--- src/logic/madc_pkg.sv ---
// madc_pkg: shared constants and types of the modular converter controller.
// assumes a single 20 MHz system clock and an apb register bus with 12-bit byte addresses.
package madc_pkg;

  // ----------------------------------------------------------------
  // widths
  // ----------------------------------------------------------------
  localparam int CH_W      = 5;               // logical channel number width
  localparam int DAT_W     = 12;              // converter sample width
  localparam int SLOT_W    = 6;               // slot index width
  localparam int MAX_SLOTS = 64;              // largest sequence the table can hold
  localparam int ADDR_W    = 12;              // apb byte address width
  localparam int CNT_W     = 8;               // wait counter width
  localparam int LANE_W    = 16;              // one converter's lane in a stored word

  // ----------------------------------------------------------------
  // register map (byte addresses)
  // ----------------------------------------------------------------
  localparam logic [ADDR_W-1:0] OFS_CMD    = 12'h000; // run and mode
  localparam logic [ADDR_W-1:0] OFS_IER    = 12'h004; // block interrupt enable
  localparam logic [ADDR_W-1:0] OFS_ISR    = 12'h008; // block complete, write one to clear
  localparam logic [ADDR_W-1:0] OFS_STATUS = 12'h00c; // sequencer and core state
  localparam logic [ADDR_W-1:0] OFS_RAM    = 12'h100; // sample words, one per slot
  localparam int                RAM_LSB    = 8;       // ram window decoded from this bit up

  // ----------------------------------------------------------------
  // fields and reset values
  // ----------------------------------------------------------------
  localparam int   CMD_RUN_BIT  = 0;
  localparam int   CMD_MODE_BIT = 1;              // 0 single pass, 1 continuous
  localparam int   IER_BLK_BIT  = 0;
  localparam int   ISR_BLK_BIT  = 0;
  localparam logic CMD_RUN_RST  = 1'b0;
  localparam logic CMD_MODE_RST = 1'b0;
  localparam logic IER_RST      = 1'b0;
  localparam logic ISR_RST      = 1'b0;

  // ----------------------------------------------------------------
  // timing
  // ----------------------------------------------------------------
  localparam int CLK_NS       = 50;                                  // sys_clk period
  localparam int RESP_GAP_NS  = 1000;                                // least response spacing
  localparam int RESP_GAP_CYC = (RESP_GAP_NS + CLK_NS - 1) / CLK_NS; // rounded up
  localparam int PWRUP_NS     = 2000;                                // converter settle after power up
  localparam int PWRUP_CYC    = (PWRUP_NS + CLK_NS - 1) / CLK_NS;
  localparam int CONT_WIN_CYC = 2;                                   // window for back-to-back commands

  // ----------------------------------------------------------------
  // channel map between logical and macro numbering
  // ----------------------------------------------------------------
  localparam logic [CH_W-1:0] TEMP_LCH = 5'h11; // logical temperature channel
  localparam logic [CH_W-1:0] TEMP_MCH = 5'h00; // macro code when the sensor is routed
  localparam logic [CH_W-1:0] PIN_OFS  = 5'h01; // macro counts analog pins from one

  // ----------------------------------------------------------------
  // types
  // ----------------------------------------------------------------
  typedef enum logic [1:0] {OP_PWRUP, OP_PWRDN, OP_CONV} madc_op_type;
  typedef enum {ST_OFF, ST_PWRUP, ST_READY, ST_CONV, ST_GAP} madc_state_type;
  typedef enum {SEL_NONE, SEL_CMD, SEL_IER, SEL_ISR, SEL_STAT, SEL_RAM} madc_sel_type;

endpackage : madc_pkg

--- src/logic/madc_ram.sv ---
// madc_ram: sample memory, one write port from the store, one registered read port.
// assumes both ports run on sys_clk; contents are not reset.
`timescale 1ns/10ps
module madc_ram
  import madc_pkg::*;
#(
  parameter int WIDTH = 32,
  parameter int DEPTH = MAX_SLOTS,
  parameter int AW    = SLOT_W
)(
  // clock
  input  wire logic             sys_clk,
  // write port
  input  wire logic             wr_en,
  input  wire logic [AW-1:0]    wr_addr,
  input  wire logic [WIDTH-1:0] wr_data,
  // read port
  input  wire logic [AW-1:0]    rd_addr,
  output logic      [WIDTH-1:0] rd_data
);

  logic [WIDTH-1:0] mem [DEPTH];  // storage array

  // write side
  always_ff @(posedge sys_clk) begin
    if (wr_en) begin
      mem[wr_addr] <= wr_data;
    end
  end

  // read side: registered so a read costs one cycle
  always_ff @(posedge sys_clk) begin
    rd_data <= mem[rd_addr];
  end

endmodule : madc_ram

--- src/logic/madc_top.sv ---
// madc_top: sequencer, converter control core, synchronizer, response merger,
// sample store and threshold checker behind one apb slave.
// assumes the converter macro raises eoc after start and holds data stable while eoc is high.
//
// Added by the designer: the register offsets and the APB interface to the registers.
`timescale 1ns/10ps
module madc_top
  import madc_pkg::*;
#(
  parameter int                           NCONV     = 1,         // converters, 1 or 2
  parameter int                           NUM_SLOTS = MAX_SLOTS, // sequence length
  parameter logic [NCONV*MAX_SLOTS*CH_W-1:0] SLOT_CHAN = '0,    // channel of each slot
  parameter logic [DAT_W-1:0]             MAX_LIMIT = 12'hfff,   // upper threshold
  parameter logic [DAT_W-1:0]             MIN_LIMIT = 12'h000,   // lower threshold
  parameter logic [31:0]                  MAX_EN    = 32'h0,     // per-channel upper check
  parameter logic [31:0]                  MIN_EN    = 32'h0,     // per-channel lower check
  parameter logic                         IRQ_EN    = 1'b1       // build the block interrupt
)(
  // clock and reset
  input  wire logic                     sys_clk,
  input  wire logic                     rst_n,
  // apb slave
  input  wire logic                     psel,
  input  wire logic                     penable,
  input  wire logic                     pwrite,
  input  wire logic [ADDR_W-1:0]        paddr,
  input  wire logic [31:0]              pwdata,
  output logic                          pready,
  output logic      [31:0]              prdata,
  output logic                          pslverr,
  // converter macro
  output logic                          conv_pd,
  output logic                          conv_start,
  output logic                          conv_cont,
  output logic      [NCONV-1:0]         conv_tsd,
  output logic      [NCONV*CH_W-1:0]    conv_chsel,
  input  wire logic [NCONV-1:0]         conv_eoc,
  input  wire logic [NCONV*DAT_W-1:0]   conv_dout,
  // threshold violation stream
  output logic      [NCONV-1:0]         thr_valid,
  output logic      [NCONV-1:0]         thr_above,
  output logic      [NCONV-1:0]         thr_below,
  output logic      [NCONV*CH_W-1:0]    thr_chan,
  // sample block interrupt
  output logic                          block_irq
);

  localparam logic [SLOT_W-1:0] LAST_SLOT = SLOT_W'(NUM_SLOTS - 1);

  // ----------------------------------------------------------------
  // helpers
  // ----------------------------------------------------------------
  // address decode, shared by the read and the write path
  function automatic madc_sel_type madc_decode(input logic [ADDR_W-1:0] a);
    madc_sel_type s;
    s = SEL_NONE;
    if (a == OFS_CMD)         s = SEL_CMD;
    else if (a == OFS_IER)    s = SEL_IER;
    else if (a == OFS_ISR)    s = SEL_ISR;
    else if (a == OFS_STATUS) s = SEL_STAT;
    else if (a[ADDR_W-1:RAM_LSB] == OFS_RAM[ADDR_W-1:RAM_LSB] && a[1:0] == 2'b00) s = SEL_RAM;
    return s;
  endfunction : madc_decode

  // logical channel to {sensor select, macro channel}
  function automatic logic [CH_W:0] madc_map_chan(input logic [CH_W-1:0] lch);
    if (lch == TEMP_LCH) return {1'b1, TEMP_MCH};
    return {1'b0, CH_W'(lch + PIN_OFS)};
  endfunction : madc_map_chan

  // ----------------------------------------------------------------
  // declarations
  // ----------------------------------------------------------------
  logic [NCONV-1:0]       eoc_meta, eoc_sync;     // eoc synchroniser
  logic [NCONV*DAT_W-1:0] dout_meta, dout_sync;   // data synchroniser
  madc_sel_type           sel;                    // decoded access target
  logic                   acc_first, acc_done;    // apb access phases
  logic                   run, mode;              // command register
  logic                   ier, isr;               // block interrupt regs
  logic [SLOT_W-1:0]      slot;                   // next slot to issue
  logic                   powered;                // sequencer view of power
  logic                   cmd_valid;              // command stream
  madc_op_type            cmd_op;
  logic [SLOT_W-1:0]      cmd_slot;
  logic                   cmd_ready, cmd_take;
  madc_state_type         state;                  // control core state
  logic [CNT_W-1:0]       cnt;                    // power-up and gap timer
  logic [1:0]             since_ack;              // cycles since last accept
  logic                   wait_next, cont_next;   // continuity tracking
  logic [NCONV-1:0]       sync_req;               // per-core sync requests
  logic                   sync_grant;             // synchronizer grant
  logic                   resp_valid;             // response stream, no ready
  logic [SLOT_W-1:0]      resp_slot;
  logic [NCONV*DAT_W-1:0] resp_data;
  logic [NCONV*CH_W-1:0]  resp_chan;
  logic [31:0]            merged;                 // word written to ram
  logic [31:0]            ram_q;

  // ----------------------------------------------------------------
  // converter input synchronisers
  // ----------------------------------------------------------------
  // macro signals come from its own clock; two stages before any use
  always_ff @(posedge sys_clk) begin
    if (!rst_n) begin
      eoc_meta  <= '0;
      eoc_sync  <= '0;
      dout_meta <= '0;
      dout_sync <= '0;
    end else begin
      eoc_meta  <= conv_eoc;
      eoc_sync  <= eoc_meta;
      dout_meta <= conv_dout;
      dout_sync <= dout_meta;
    end
  end

  // ----------------------------------------------------------------
  // apb slave
  // ----------------------------------------------------------------
  assign sel       = madc_decode(paddr);
  assign acc_first = psel && penable && !pready;
  assign acc_done  = psel && penable && pready;

  // every access gets exactly one wait state so ram reads line up
  always_ff @(posedge sys_clk) begin
    if (!rst_n) begin
      pready  <= 1'b0;
      pslverr <= 1'b0;
      prdata  <= 32'h0;
    end else if (acc_first) begin
      pready  <= 1'b1;
      pslverr <= (sel == SEL_NONE) || (sel == SEL_RAM && pwrite);  // ram is read only
      unique case (sel)
        SEL_CMD:  prdata <= {30'h0, mode, run};
        SEL_IER:  prdata <= {31'h0, ier};
        SEL_ISR:  prdata <= {31'h0, isr};
        SEL_STAT: prdata <= {24'h0, slot, powered, state == ST_CONV};
        SEL_RAM:  prdata <= ram_q;
        SEL_NONE: prdata <= 32'h0;
      endcase
    end else begin
      pready  <= 1'b0;   // release after the completing edge
      pslverr <= 1'b0;
    end
  end

  // ----------------------------------------------------------------
  // sequencer: command register
  // ----------------------------------------------------------------
  // a software write lands after the hardware clear, so a fresh set is never lost
  always_ff @(posedge sys_clk) begin
    if (!rst_n) begin
      run  <= CMD_RUN_RST;
      mode <= CMD_MODE_RST;
    end else begin
      if (cmd_take && cmd_op == OP_CONV && cmd_slot == LAST_SLOT && !mode) begin
        run <= 1'b0;
      end
      if (acc_done && pwrite && sel == SEL_CMD) begin
        run  <= pwdata[CMD_RUN_BIT];
        mode <= pwdata[CMD_MODE_BIT];
      end
    end
  end

  // ----------------------------------------------------------------
  // sequencer: command issue
  // ----------------------------------------------------------------
  // slots come from a build-time table; the command is re-raised the cycle after an accept
  always_ff @(posedge sys_clk) begin
    if (!rst_n) begin
      cmd_valid <= 1'b0;
      cmd_op    <= OP_PWRDN;
      cmd_slot  <= '0;
      slot      <= '0;
      powered   <= 1'b0;
    end else if (cmd_take) begin
      cmd_valid <= 1'b0;
      unique case (cmd_op)
        OP_PWRUP: powered <= 1'b1;
        OP_PWRDN: powered <= 1'b0;
        OP_CONV:  slot    <= (cmd_slot == LAST_SLOT) ? '0 : cmd_slot + 1'b1;
        default:  powered <= powered;                                         // illegal code
      endcase
    end else if (!cmd_valid) begin
      if (!powered && run) begin
        cmd_valid <= 1'b1;
        cmd_op    <= OP_PWRUP;
      end else if (powered && (run || slot != '0)) begin
        // a cleared run still finishes the pass in progress
        cmd_valid <= 1'b1;
        cmd_op    <= OP_CONV;
        cmd_slot  <= slot;
      end else if (powered) begin
        cmd_valid <= 1'b1;
        cmd_op    <= OP_PWRDN;
      end
    end
  end

  // ----------------------------------------------------------------
  // control core: command acceptance
  // ----------------------------------------------------------------
  // ready only while idle or powered and waiting, so at most one command is held
  assign cmd_ready = (state == ST_READY) || (state == ST_OFF);
  assign cmd_take  = cmd_valid && cmd_ready;

  // measure how soon the next command follows an accept
  always_ff @(posedge sys_clk) begin
    if (!rst_n) begin
      since_ack <= 2'h0;
      wait_next <= 1'b0;
      cont_next <= 1'b0;
    end else if (cmd_take) begin
      since_ack <= 2'h0;
      wait_next <= 1'b1;
    end else if (wait_next) begin
      if (cmd_valid) begin
        wait_next <= 1'b0;
        cont_next <= (since_ack < 2'(CONT_WIN_CYC));
      end else if (since_ack != 2'h3) begin
        since_ack <= since_ack + 2'h1;
      end
    end
  end

  // ----------------------------------------------------------------
  // control core: state machine
  // ----------------------------------------------------------------
  // start is a level held until the synchronised end of conversion, because a
  // single sys_clk pulse could be missed by the slower converter clock
  always_ff @(posedge sys_clk) begin
    if (!rst_n) begin
      state      <= ST_OFF;
      conv_pd    <= 1'b1;
      conv_start <= 1'b0;
      conv_cont  <= 1'b0;
      cnt        <= '0;
      resp_slot  <= '0;
    end else begin
      unique case (state)
        ST_OFF, ST_READY: begin
          if (cmd_take) begin
            unique case (cmd_op)
              OP_PWRUP: begin
                conv_pd <= 1'b0;
                cnt     <= CNT_W'(PWRUP_CYC);
                state   <= ST_PWRUP;
              end
              OP_PWRDN: begin
                conv_pd <= 1'b1;
                state   <= ST_OFF;
              end
              OP_CONV: begin
                conv_start <= 1'b1;
                conv_cont  <= cont_next;
                resp_slot  <= cmd_slot;
                state      <= ST_CONV;
              end
              default: state <= state;                           // illegal code ignored
            endcase
          end
        end
        ST_PWRUP: begin
          if (cnt <= CNT_W'(1)) state <= ST_READY;
          else cnt <= cnt - 1'b1;
        end
        ST_CONV: begin
          if (sync_grant) begin
            conv_start <= 1'b0;
            cnt        <= CNT_W'(RESP_GAP_CYC);
            state      <= ST_GAP;
          end
        end
        ST_GAP: begin
          // hold off the next command so responses stay a microsecond apart
          if (cnt > CNT_W'(1)) cnt <= cnt - 1'b1;
          else if (eoc_sync == '0) state <= ST_READY;
        end
      endcase
    end
  end

  // ----------------------------------------------------------------
  // synchronizer and response
  // ----------------------------------------------------------------
  // grant only when every core has seen its end of conversion
  assign sync_grant = &sync_req;

  // one-cycle response pulse; nothing downstream may stall it
  always_ff @(posedge sys_clk) begin
    if (!rst_n) begin
      resp_valid <= 1'b0;
    end else begin
      resp_valid <= (state == ST_CONV) && sync_grant;
    end
  end

  // ----------------------------------------------------------------
  // per-converter logic
  // ----------------------------------------------------------------
  for (genvar gi = 0; gi < NCONV; gi++) begin : g_conv
    logic [CH_W-1:0]  lch;    // logical channel of the issued slot
    logic [DAT_W-1:0] smp;    // captured sample
    logic [CH_W-1:0]  rch;    // channel of the captured sample
    assign lch = SLOT_CHAN[(gi*MAX_SLOTS + int'(cmd_slot))*CH_W +: CH_W];
    assign smp = resp_data[gi*DAT_W +: DAT_W];
    assign rch = resp_chan[gi*CH_W +: CH_W];

    // sync request raised on the converter event, dropped on grant
    always_ff @(posedge sys_clk) begin
      if (!rst_n) begin
        sync_req[gi] <= 1'b0;
      end else if (sync_grant) begin
        sync_req[gi] <= 1'b0;
      end else if (state == ST_CONV && eoc_sync[gi]) begin
        sync_req[gi] <= 1'b1;
      end
    end

    // channel selection on accept, sample capture on grant
    always_ff @(posedge sys_clk) begin
      if (!rst_n) begin
        conv_tsd[gi]                   <= 1'b0;
        conv_chsel[gi*CH_W +: CH_W]    <= '0;
        resp_chan[gi*CH_W +: CH_W]     <= '0;
        resp_data[gi*DAT_W +: DAT_W]   <= '0;
      end else begin
        if (cmd_take && cmd_op == OP_CONV) begin
          {conv_tsd[gi], conv_chsel[gi*CH_W +: CH_W]} <= madc_map_chan(lch);
          resp_chan[gi*CH_W +: CH_W] <= lch;
        end
        if (state == ST_CONV && sync_grant) begin
          resp_data[gi*DAT_W +: DAT_W] <= dout_sync[gi*DAT_W +: DAT_W];
        end
      end
    end

    // threshold checker with build-time limits and enables
    always_ff @(posedge sys_clk) begin
      if (!rst_n) begin
        thr_valid[gi]             <= 1'b0;
        thr_above[gi]             <= 1'b0;
        thr_below[gi]             <= 1'b0;
        thr_chan[gi*CH_W +: CH_W] <= '0;
      end else begin
        thr_valid[gi] <= resp_valid && ((MAX_EN[rch] && smp > MAX_LIMIT) ||
                                        (MIN_EN[rch] && smp < MIN_LIMIT));
        if (resp_valid) begin
          thr_above[gi]             <= MAX_EN[rch] && (smp > MAX_LIMIT);
          thr_below[gi]             <= MIN_EN[rch] && (smp < MIN_LIMIT);
          thr_chan[gi*CH_W +: CH_W] <= rch;
        end
      end
    end
  end

  // ----------------------------------------------------------------
  // response merger and sample store
  // ----------------------------------------------------------------
  // with two converters both lanes land in one word; with one the upper lane is zero
  always_comb begin
    merged = 32'h0;
    for (int i = 0; i < NCONV; i++) begin
      merged[i*LANE_W +: LANE_W] = LANE_W'(resp_data[i*DAT_W +: DAT_W]);
    end
  end

  madc_ram #(
    .WIDTH (32),
    .DEPTH (MAX_SLOTS),
    .AW    (SLOT_W)
  ) u_ram (
    .sys_clk (sys_clk),
    .wr_en   (resp_valid),
    .wr_addr (resp_slot),
    .wr_data (merged),
    .rd_addr (paddr[SLOT_W+1:2]),
    .rd_data (ram_q)
  );

  // ----------------------------------------------------------------
  // block complete flag and interrupt
  // ----------------------------------------------------------------
  // completion beats a clear in the same cycle so no pass goes unseen
  always_ff @(posedge sys_clk) begin
    if (!rst_n) begin
      ier       <= IER_RST;
      isr       <= ISR_RST;
      block_irq <= 1'b0;
    end else begin
      if (acc_done && pwrite && sel == SEL_IER) ier <= pwdata[IER_BLK_BIT];
      if (resp_valid && resp_slot == LAST_SLOT) begin
        isr <= 1'b1;
      end else if (acc_done && pwrite && sel == SEL_ISR && pwdata[ISR_BLK_BIT]) begin
        isr <= 1'b0;
      end
      block_irq <= IRQ_EN && isr && ier;
    end
  end

endmodule : madc_top
--- config.mk ---
export PLATFORM = sky130hd
export DESIGN_NAME = madc_top
export DESIGN_NICKNAME = d
export VERILOG_FILES = /design/src/logic/madc_pkg.sv /design/src/logic/madc_ram.sv /design/src/logic/madc_top.sv
export SDC_FILE = /design/constraint.sdc
export NUM_CORES = 1
export LEC_CHECK = 0
export BUFFER_PORTS_ARGS = -buffer_cell sky130_fd_sc_hd__buf_2
export CAP_MARGIN = 30
export CORE_ASPECT_RATIO = 1.5
export CORE_UTILIZATION = 35
export CTS_CLUSTER_SIZE = 24
export DETAILED_ROUTE_END_ITERATION = 12
export PLACE_DENSITY = 0.5
export SETUP_SLACK_MARGIN = 0.02
export SLEW_MARGIN = 10
export SYNTH_ARGS = -nofsm -noshare
export SYNTH_HDL_FRONTEND = slang
export SYNTH_SLANG_ARGS = --single-unit
--- constraint.sdc ---
create_clock -name sys_clk -period 3.7 [get_ports sys_clk]
set_input_delay 0.185 -clock sys_clk [delete_from_list [all_inputs] [get_ports sys_clk]]
set_output_delay 0.185 -clock sys_clk [all_outputs]
set_load 0.05 [all_outputs]
==> impl_metrics.sql, run 1 <==
INSERT INTO impl_metrics (metric_group, metric, value, unit) VALUES
('run_status', 'status', 'complete, no violations', ''),
('cts', 'cts-buffers-inserted', '85', ''),
('synthesis', 'synth-seq-cells', '880', ''),
('timing', 'fmaxAchievable', '399', 'MHz'),
('timing', 'setup_repair_after_global_routing_missed_its_margin', 'false', ''),
('timing', 'period_share', '67.8', '%'),
('drt', 'number_of_vias_after_detailed_routing', '17300', ''),
('pwr', 'power.static_leakage', '12.8', 'nW'),
('die', 'design.die.area', '98500', 'sq um'),
('cts', 'clock_latency', '0.67', 'ns'),
('synthesis', 'portion_of_the_post_synthesis_area_used_by_sequential_elements', '74.4', '%'),
('drt', 'route.detailed.vias_per_inst', '5.19', ''),
('timing', 'fin_setup_tns', '0', 'ns'),
('drt', 'ant_nets', '0', ''),
('worst_setup_path', 'crit_type', 'flop to flop', ''),
('synthesis', 'yosys_most_used_dff', 'edfxtp_1', ''),
('drt', 'drt_first_pass_iters', '5', ''),
('synthesis', 'synth_area_leaders', 'edfxtp_1 (68%), mux4_2 (13%), dfxtp_1 (6.6%)', ''),
('worst_setup_path', 'worstSetupEndpointType', 'flop', ''),
('finish', 'final_util', '40.9', '%'),
('placed_design', 'numPortBuffers', '50', ''),
('worst_setup_path', 'regToRegEndpoint', 'u_ram.mem[62][0]', ''),
('pwr', 'post-layout-total-power', '20.1', 'mW'),
('placed_design', 'gp_routability_congestion', '0.805', ''),
('worst_setup_path', 'r2r.worst_path.cells', '4', ''),
('drt', 'routedWlPerCell', '26.1', 'um'),
('cts', 'cts.sink_count', '880', ''),
('synthesis', 'syn-instance-count', '1813', ''),
('cts', 'cts-htree-levels', '3', ''),
('synthesis', 'asyncSetResetFlopFracSynth', '0', '%'),
('placed_design', 'placed_cells', '3145', ''),
('grt', 'maximum_number_of_pins_on_one_net_before_global_route_repair', '66', ''),
('cts', 'clock-root-buffer', 'clkbuf_16', ''),
('min_path', 'type_of_the_tightest_min_delay_check', 'primary input to flop', ''),
('drt', 'drt_iter0_drc', '1297', ''),
('die', 'io_pins', '114', ''),
('synthesis', 'summed_instance_area_of_the_synthesized_netlist', '34000', 'sq um'),
('die', 'fp.dieH', '384', 'um'),
('finish', 'layout-drive-gt1-share', '25.4', '%'),
('grt', 'grt_use_total', '17.8', '%'),
('finish', 'layout_common_cells', 'edfxtp_1 (768), mux4_2 (204), nand2_1 (123)', ''),
('synthesis', 'synth_top_area_share', '67.8', '%'),
('timing', 'worst_slew_margin_rel', '39.1', '%'),
('cts', 'cts_resized', '0', ''),
('timing', 'count_of_final_setup_violators', '0', ''),
('synthesis', 'ys.warnings.count', '0', ''),
('min_path', 'worstHoldStart', 'paddr[9]', ''),
('worst_setup_path', 'critical_path_arrival', '2.86', 'ns'),
('worst_setup_path', 'critPathLaunchType', 'flop', ''),
('synthesis', 'synth_edf_count', '768', ''),
('worst_setup_path', 'critical_path_peak_fanout', '13', ''),
('drt', 'wl', '86.7', 'mm'),
('grt', 'grt_overflow', '0', ''),
('finish', 'multi_input_area', '8100', 'sq um'),
('flow_run', 'max_cap_viol_count', '0', ''),
('timing', 'tightestPinTransition', '0.913', 'ns'),
('worst_setup_path', 'data_required_time_at_the_worst_endpoint', '4.06', 'ns'),
('die', 'die_width', '257', 'um'),
('timing', 'max_slew_violation_count', '0', ''),
('worst_setup_path', 'crit-reg2reg-launch', 'resp_slot[1]', ''),
('worst_setup_path', 'ff2ff_setup_slack', '1.19', 'ns'),
('cts', 'cts.clk_slew.worst_paths', '0.06', 'ns'),
('synthesis', 'synthesis.area_per_instance', '18.8', 'sq um'),
('finish', 'nNetsFinal', '2052', ''),
('min_path', 'min_delay_worst_endpoint', 'prdata[9]', ''),
('placed_design', 'dp_hpwl', '55.6', 'mm'),
('finish', 'area_growth', '15.4', '%'),
('grt', 'first_global_vias', '18300', ''),
('pwr', 'power_per_cell_area', '512', 'nW/um^2'),
('timing', 'clock-skew-final', '0.0180', 'ns'),
('grt', 'first_pass_grt_wire_length', '127', 'mm');
## kinds of logic after synthesis
group	count (synthesis)	share of synthesized area (%)
DFF	880	74.4
and+or+nand+nor	370	5.15
muxes	239	14.5
AOI/OAI and AO/OA	172	3.36
buffers and inverters	141	2.29
xor gates and xnor gates	6	0.154
adders and majority gates	4	0.147
other	1	0.0110
## state kept, by name, summed over array words and instances (netlist names), 2 cells and up
name / cells
dout_meta: 12
g_conv.smp: 12
u_ram.rd_data: 12
slot: 6
since_ack: 2
cnt: 8
u_ram.mem: 768
resp_slot: 6
prdata: 12
state: 3
dout_sync: 12
cmd_slot: 6
cmd_op: 2
## cells in the mapped netlist, types with 10 or more instances
library cell	count
o21ai_0	24
a22oi_1	22
nand2_1	123
a32oi_1	15
nor2b_1	19
clkbuf_1	46
mux4_2	204
buf_2	27
a21oi_1	48
dfxtp_1	112
buf_4	54
and2_1	32
nor2_1	109
a221oi_1	11
nand3_1	23
mux2i_1	35
nor3_1	10
edfxtp_1	768
## layer usage
| metal | vias up | routed length (um) | global-route usage, % |
|---|---|---|---|
| li1 | 7525 | - | - |
| met1 | 9147 | 33200 | 20.6 |
| met2 | 448 | 46700 | 32.8 |
| met3 | 137 | 3250 | 2.34 |
| met4 | 0 | 3530 | 7.91 |
| met5 | - | 0 | 0 |
## worst max-delay path, stage by stage, from the launching register on
cell	delay (ns)
dfxtp_1	0.70
nor2b_1	0.26
nand3_1	0.50
nor2_1	0.45
buf_4	0.28
## worst max path at each step
stage                     depth (start not counted)                 to    startpoint
after global placement                            6   u_ram.rd_data[3]      paddr[2]
after detailed placement                          6   u_ram.rd_data[3]      paddr[2]
after CTS                                         4  u_ram.mem[62][11]  resp_slot[1]
after global routing                              4    u_ram.mem[4][3]  resp_slot[0]
final                                             4   u_ram.mem[62][0]  resp_slot[1]
after floorplan                                   4   u_ram.mem[20][0]  resp_slot[4]
## where the power goes
part           internal (mW)  switching, mW
logic                  0.331          0.497
registers               10.7         0.0205
clock network           4.90           3.72
## timing repair
action / CTS / global route
hold endpoints to repair: 25 / 0
buffers inserted: 0 / 0
hold buffers: 21 / 0
## layout make-up
class	instances	area share, %
antenna	2	0.0127
clock buffer	107	5.75
clock inverter	47	1.16
inverter	8	0.0765
multi-input combinational	824	20.6
sequential	880	64.5
tap	1269	4.04
timing repair buffer	187	3.84
## through the flow
| stage | area, sq um | hold slack, ns |
|---|---|---|
| 2_1_floorplan | 34200 | 0.312 |
| 3_3_place_gp | 36200 | 0.397 |
| 3_5_place_dp | 36300 | 0.397 |
| 4_1_cts | 39200 | 0.00772 |
| 5_1_grt | 39300 | 0.0422 |
| 6_report | 39300 | 0.0545 |
Power figures use the tool's default switching activity.
==> run 2, diff against run 1 <==
ABC_AREA = 1   (was unset)
clock period = 2.55 ns   (was 3.7 ns; I/O delays follow)
==> run 2 against run 1 <==
Non-clock buffer count is 46 higher; worst hold slack worse by 0.010 ns; register-to-register slack worse by 0.83 ns; synthesized area is 4.7% higher; synthesized cell count is 86% higher; cell area is 4.7% higher; first-iteration DRC count is 15% higher; via count is 36% higher; clock skew is 0.0064 ns higher; critical endpoint is now mode.
==> impl_metrics.sql, run 2 <==
INSERT INTO impl_metrics (metric_group, metric, value, unit) VALUES
('die', 'fp.dieH', '393', 'um'),
('synthesis', 'yosys_most_used_dff', 'edfxtp_1', ''),
('synthesis', 'summed_instance_area_of_the_synthesized_netlist', '35600', 'sq um'),
('timing', 'clock-skew-final', '0.0244', 'ns'),
('timing', 'period_share', '94.1', '%'),
('min_path', 'type_of_the_tightest_min_delay_check', 'primary input to flop', ''),
('finish', 'layout_common_cells', 'nand2_1 (1482), edfxtp_1 (768), nor2_1 (235)', ''),
('pwr', 'intPower', '22.6', 'mW'),
('finish', 'area_growth', '15.3', '%'),
('synthesis', 'ys.warnings.count', '0', ''),
('die', 'die_width', '263', 'um'),
('worst_setup_path', 'critPathMaxStageDelay', '0.56', 'ns'),
('flow_run', 'max_cap_viol_count', '0', ''),
('synthesis', 'syn-instance-count', '3373', ''),
('pwr', 'largest_vdd_supply_drop', '0.000624', 'V'),
('synthesis', 'synth_top_area_share', '64.7', '%'),
('pwr', 'power.share.clock', '40.7', '%'),
('die', 'io_pins', '114', ''),
('drt', 'routedWlPerCell', '20.7', 'um'),
('synthesis', 'synth_edf_count', '768', ''),
('cts', 'cts_tree', 'built', ''),
('synthesis', 'synth-seq-cells', '880', ''),
('synthesis', 'fraction_of_the_mapped_netlist_area_in_compound_gates', '2.37', '%'),
('die', 'floorplan.initialDensity', '35.3', '%'),
('grt', 'number_of_antenna_violations_at_the_first_check_in_global_routing', '2', ''),
('drt', 'drt_iter0_drc', '1490', ''),
('pwr', 'power.static_leakage', '15.3', 'nW'),
('synthesis', 'yosysUniqueCellTypes', '35', ''),
('grt', 'grt_overflow', '0', ''),
('synthesis', 'synth_top_cell_by_area', 'edfxtp_1', ''),
('synthesis', 'synth_commonest_cells', 'nand2_1 (1483), edfxtp_1 (768), nor2_1 (239)', ''),
('worst_setup_path', 'data_required_time_at_the_worst_endpoint', '3.10', 'ns'),
('cts', 'cts.clk_slew.worst_paths', '0.06', 'ns'),
('worst_setup_path', 'critPathSlowestCell', 'dlygate4sd3_1', ''),
('synthesis', 'post_synth_fa_ha_maj_area_fraction', '0.140', '%'),
('finish', 'largest_register', 'u_ram.mem', ''),
('cts', 'clock-root-buffer', 'clkbuf_16', ''),
('worst_setup_path', 'critical_path_arrival', '2.95', 'ns'),
('timing', 'hold_viol', '0', ''),
('timing', 'worst_slew_margin_rel', '34.6', '%'),
('drt', 'ant_nets', '0', ''),
('pwr', 'netSwitchingFraction', '22.5', '%'),
('timing', 'final_period_minus_worst_setup_slack', '2.40', 'ns'),
('worst_setup_path', 'worstSetupEndpointType', 'flop', ''),
('synthesis', 'post_synthesis_simple_gate_area_fraction', '21.9', '%'),
('timing', 'tightestPinTransition', '0.980', 'ns'),
('worst_setup_path', 'crit_chain', 'dlygate4sd3_1 > buf_2 > nor2_4 > nand2_2 > inv_1 > nand3_1 > inv_1 > nand2_1 > o21ai_0 > dlygate4sd3_1 > a21oi_1 > dlygate4sd3_1', ''),
('synthesis', 'post-synth-top-count-cell', 'nand2_1', ''),
('finish', 'mostFrequentLayoutCell', 'nand2_1', ''),
('cts', 'ctsLongestPathBuffers', '3', ''),
('die', 'core_region_area', '101000', 'sq um'),
('cts', 'cts.sink_count', '880', ''),
('synthesis', 'portion_of_the_post_synthesis_area_used_by_sequential_elements', '71.0', '%'),
('synthesis', 'asyncSetResetFlopFracSynth', '0', '%'),
('synthesis', 'synthesis.area_per_instance', '10.6', 'sq um'),
('die', 'placement_rows', '143', ''),
('pwr', 'power.sequential.fraction', '53.2', '%'),
('timing', 'count_of_final_setup_violators', '0', ''),
('grt', 'maximum_number_of_pins_on_one_net_before_global_route_repair', '67', ''),
('grt', 'first_global_vias', '22800', ''),
('worst_setup_path', 'critPathLaunchType', 'primary input', ''),
('drt', 'detail_route.drc_violations', '0', ''),
('timing', 'fin_setup_tns', '0', 'ns'),
('pwr', 'total_switching_power', '6.54', 'mW'),
('drt', 'number_of_vias_after_detailed_routing', '23500', ''),
('cts', 'cts-buffers-inserted', '79', ''),
('synthesis', 'synth_area_leaders', 'edfxtp_1 (65%), nand2_1 (16%), dfxtp_1 (6.3%)', ''),
('die', 'design.die.area', '103000', 'sq um'),
('placed_design', 'gp_routability_congestion', '0.864', ''),
('placed_design', 'dp_hpwl', '63.4', 'mm'),
('grt', 'grt_use_total', '19.6', '%'),
('pwr', 'comb_power_share', '6.1', '%'),
('synthesis', 'synth_top_family_by_area', 'simple AND/OR/NAND/NOR gates', ''),
('finish', 'nNetsFinal', '3604', ''),
('timing', 'fmaxAchievable', '417', 'MHz'),
('grt', 'first_pass_grt_wire_length', '148', 'mm'),
('worst_setup_path', 'critical_path_peak_fanout', '9', ''),
('worst_setup_path', 'top_family_by_delay_on_critical_path', 'buffers and inverters', ''),
('finish', 'largest_register_ff_count', '768', ''),
('synthesis', 'muxShareOfSynthArea', '0', '%'),
('run_status', 'status', 'complete, no violations', ''),
('drt', 'route.detailed.vias_per_inst', '4.79', ''),
('placed_design', 'numPortBuffers', '50', ''),
('drt', 'wl', '101', 'mm'),
('worst_setup_path', 'path_buf_inv', '6', ''),
('worst_setup_path', 'crit_type', 'primary input to flop', ''),
('pwr', 'power_per_cell_area', '708', 'nW/um^2'),
('timing', 'max_slew_violation_count', '0', ''),
('synthesis', 'synth_xor_area_share', '0.147', '%'),
('finish', 'n_diodes', '0', ''),
('cts', 'cts-htree-levels', '3', ''),
('cts', 'clock_latency', '0.67', 'ns'),
('worst_setup_path', 'timing.critical_path.mode_cell', 'dlygate4sd3_1', ''),
('timing', 'setup_repair_after_global_routing_missed_its_margin', 'false', ''),
('drt', 'drt_first_pass_iters', '5', ''),
('finish', 'layout-drive-gt1-share', '9.54', '%'),
('pwr', 'post-layout-total-power', '29.1', 'mW');
==> run 2: cell count changes in the layout (fill, tap and decap cells not counted), sizes merged, moves of 47 or more <==
cell | before | now
a21oi | 48 | 95
inv | 14 | 172
mux4 | 204 | 0
nand2 | 123 | 1485
nand3 | 23 | 140
nand4 | 7 | 79
nor2 | 109 | 243
==> run 2: tightest hold or removal path: stages <==
cell and delay, ns:
buf_2 0.09, nor2_2 0.05, inv_1 0.06, nor2_2 0.06, o2111ai_1 0.08, nand3_1 0.08
nand2_1 0.06, a21oi_1 0.05
==> run 2: logic make-up after synthesis <==
logic type	Yosys count
fa+ha+maj	4
flops	880
xor+xnor	6
other cells	1
simple gates	1966
compound gates	163
buf+inv	353
==> run 2: stage by stage <==
step	std cells	utilization, %	setup WS, ns	hold WS (ns)	area (sq um)
2_1_floorplan	3405	-	0.737	0.225	35800
3_3_place_gp	4731	37.9	0.404	0.311	38300
3_5_place_dp	4731	37.9	0.397	0.314	38300
4_1_cts	4900	40.6	0.0234	0.0188	41100
5_1_grt	4901	40.7	0.0185	0.0810	41100
6_report	4901	40.7	0.150	0.0442	41100
==> run 2: final timing paths <==
kind	from	end	slack, ns	cells after the start
min	paddr[1]	prdata[0]	0.04	8
max reg2reg	resp_slot[0]	u_ram.mem[63][0]	0.36	5
min reg2reg	dout_meta[0]	dout_sync[0]	0.41	2
max	paddr[6]	mode	0.15	12
==> run 2: area by class of cell <==
cell class                 count  area [sq um]
clock inverter                42           383
timing repair buffer         233          2100
sequential                   880         25300
multi-input combinational   2172          8910
tap                         1305          1630
clock buffer                  97          2120
inverter                     172           653
fill                        9598         60000
==> run 2: power by group through the flow <==
stage               Clock [mW]  Sequential [mW]  Combinational [mW]
global placement             0             15.8                1.76
floorplan                    0             15.8                1.12
finish                    11.9             15.5                1.77
CTS                       12.1             15.5                1.80
detailed placement           0             15.8                1.76
global route              12.6             15.5                1.95
==> run 2: timing repair <==
action,in CTS,in global routing
hold buffers,30,0
endpoints found under the hold margin,51,0
buffers inserted,0,0
resized for setup,0,5
setup endpoints to repair,0,1
==> run 2: routing by layer <==
layer	wire length, um	GRT usage, %	share of wire, %	up-vias
met1	39300	22.0	39	11400
met5	11	0	0.011	-
met3	3710	2.49	3.7	144
li1	-	-	-	11400
met2	54100	37.0	53	508
met4	4280	8.68	4.2	2
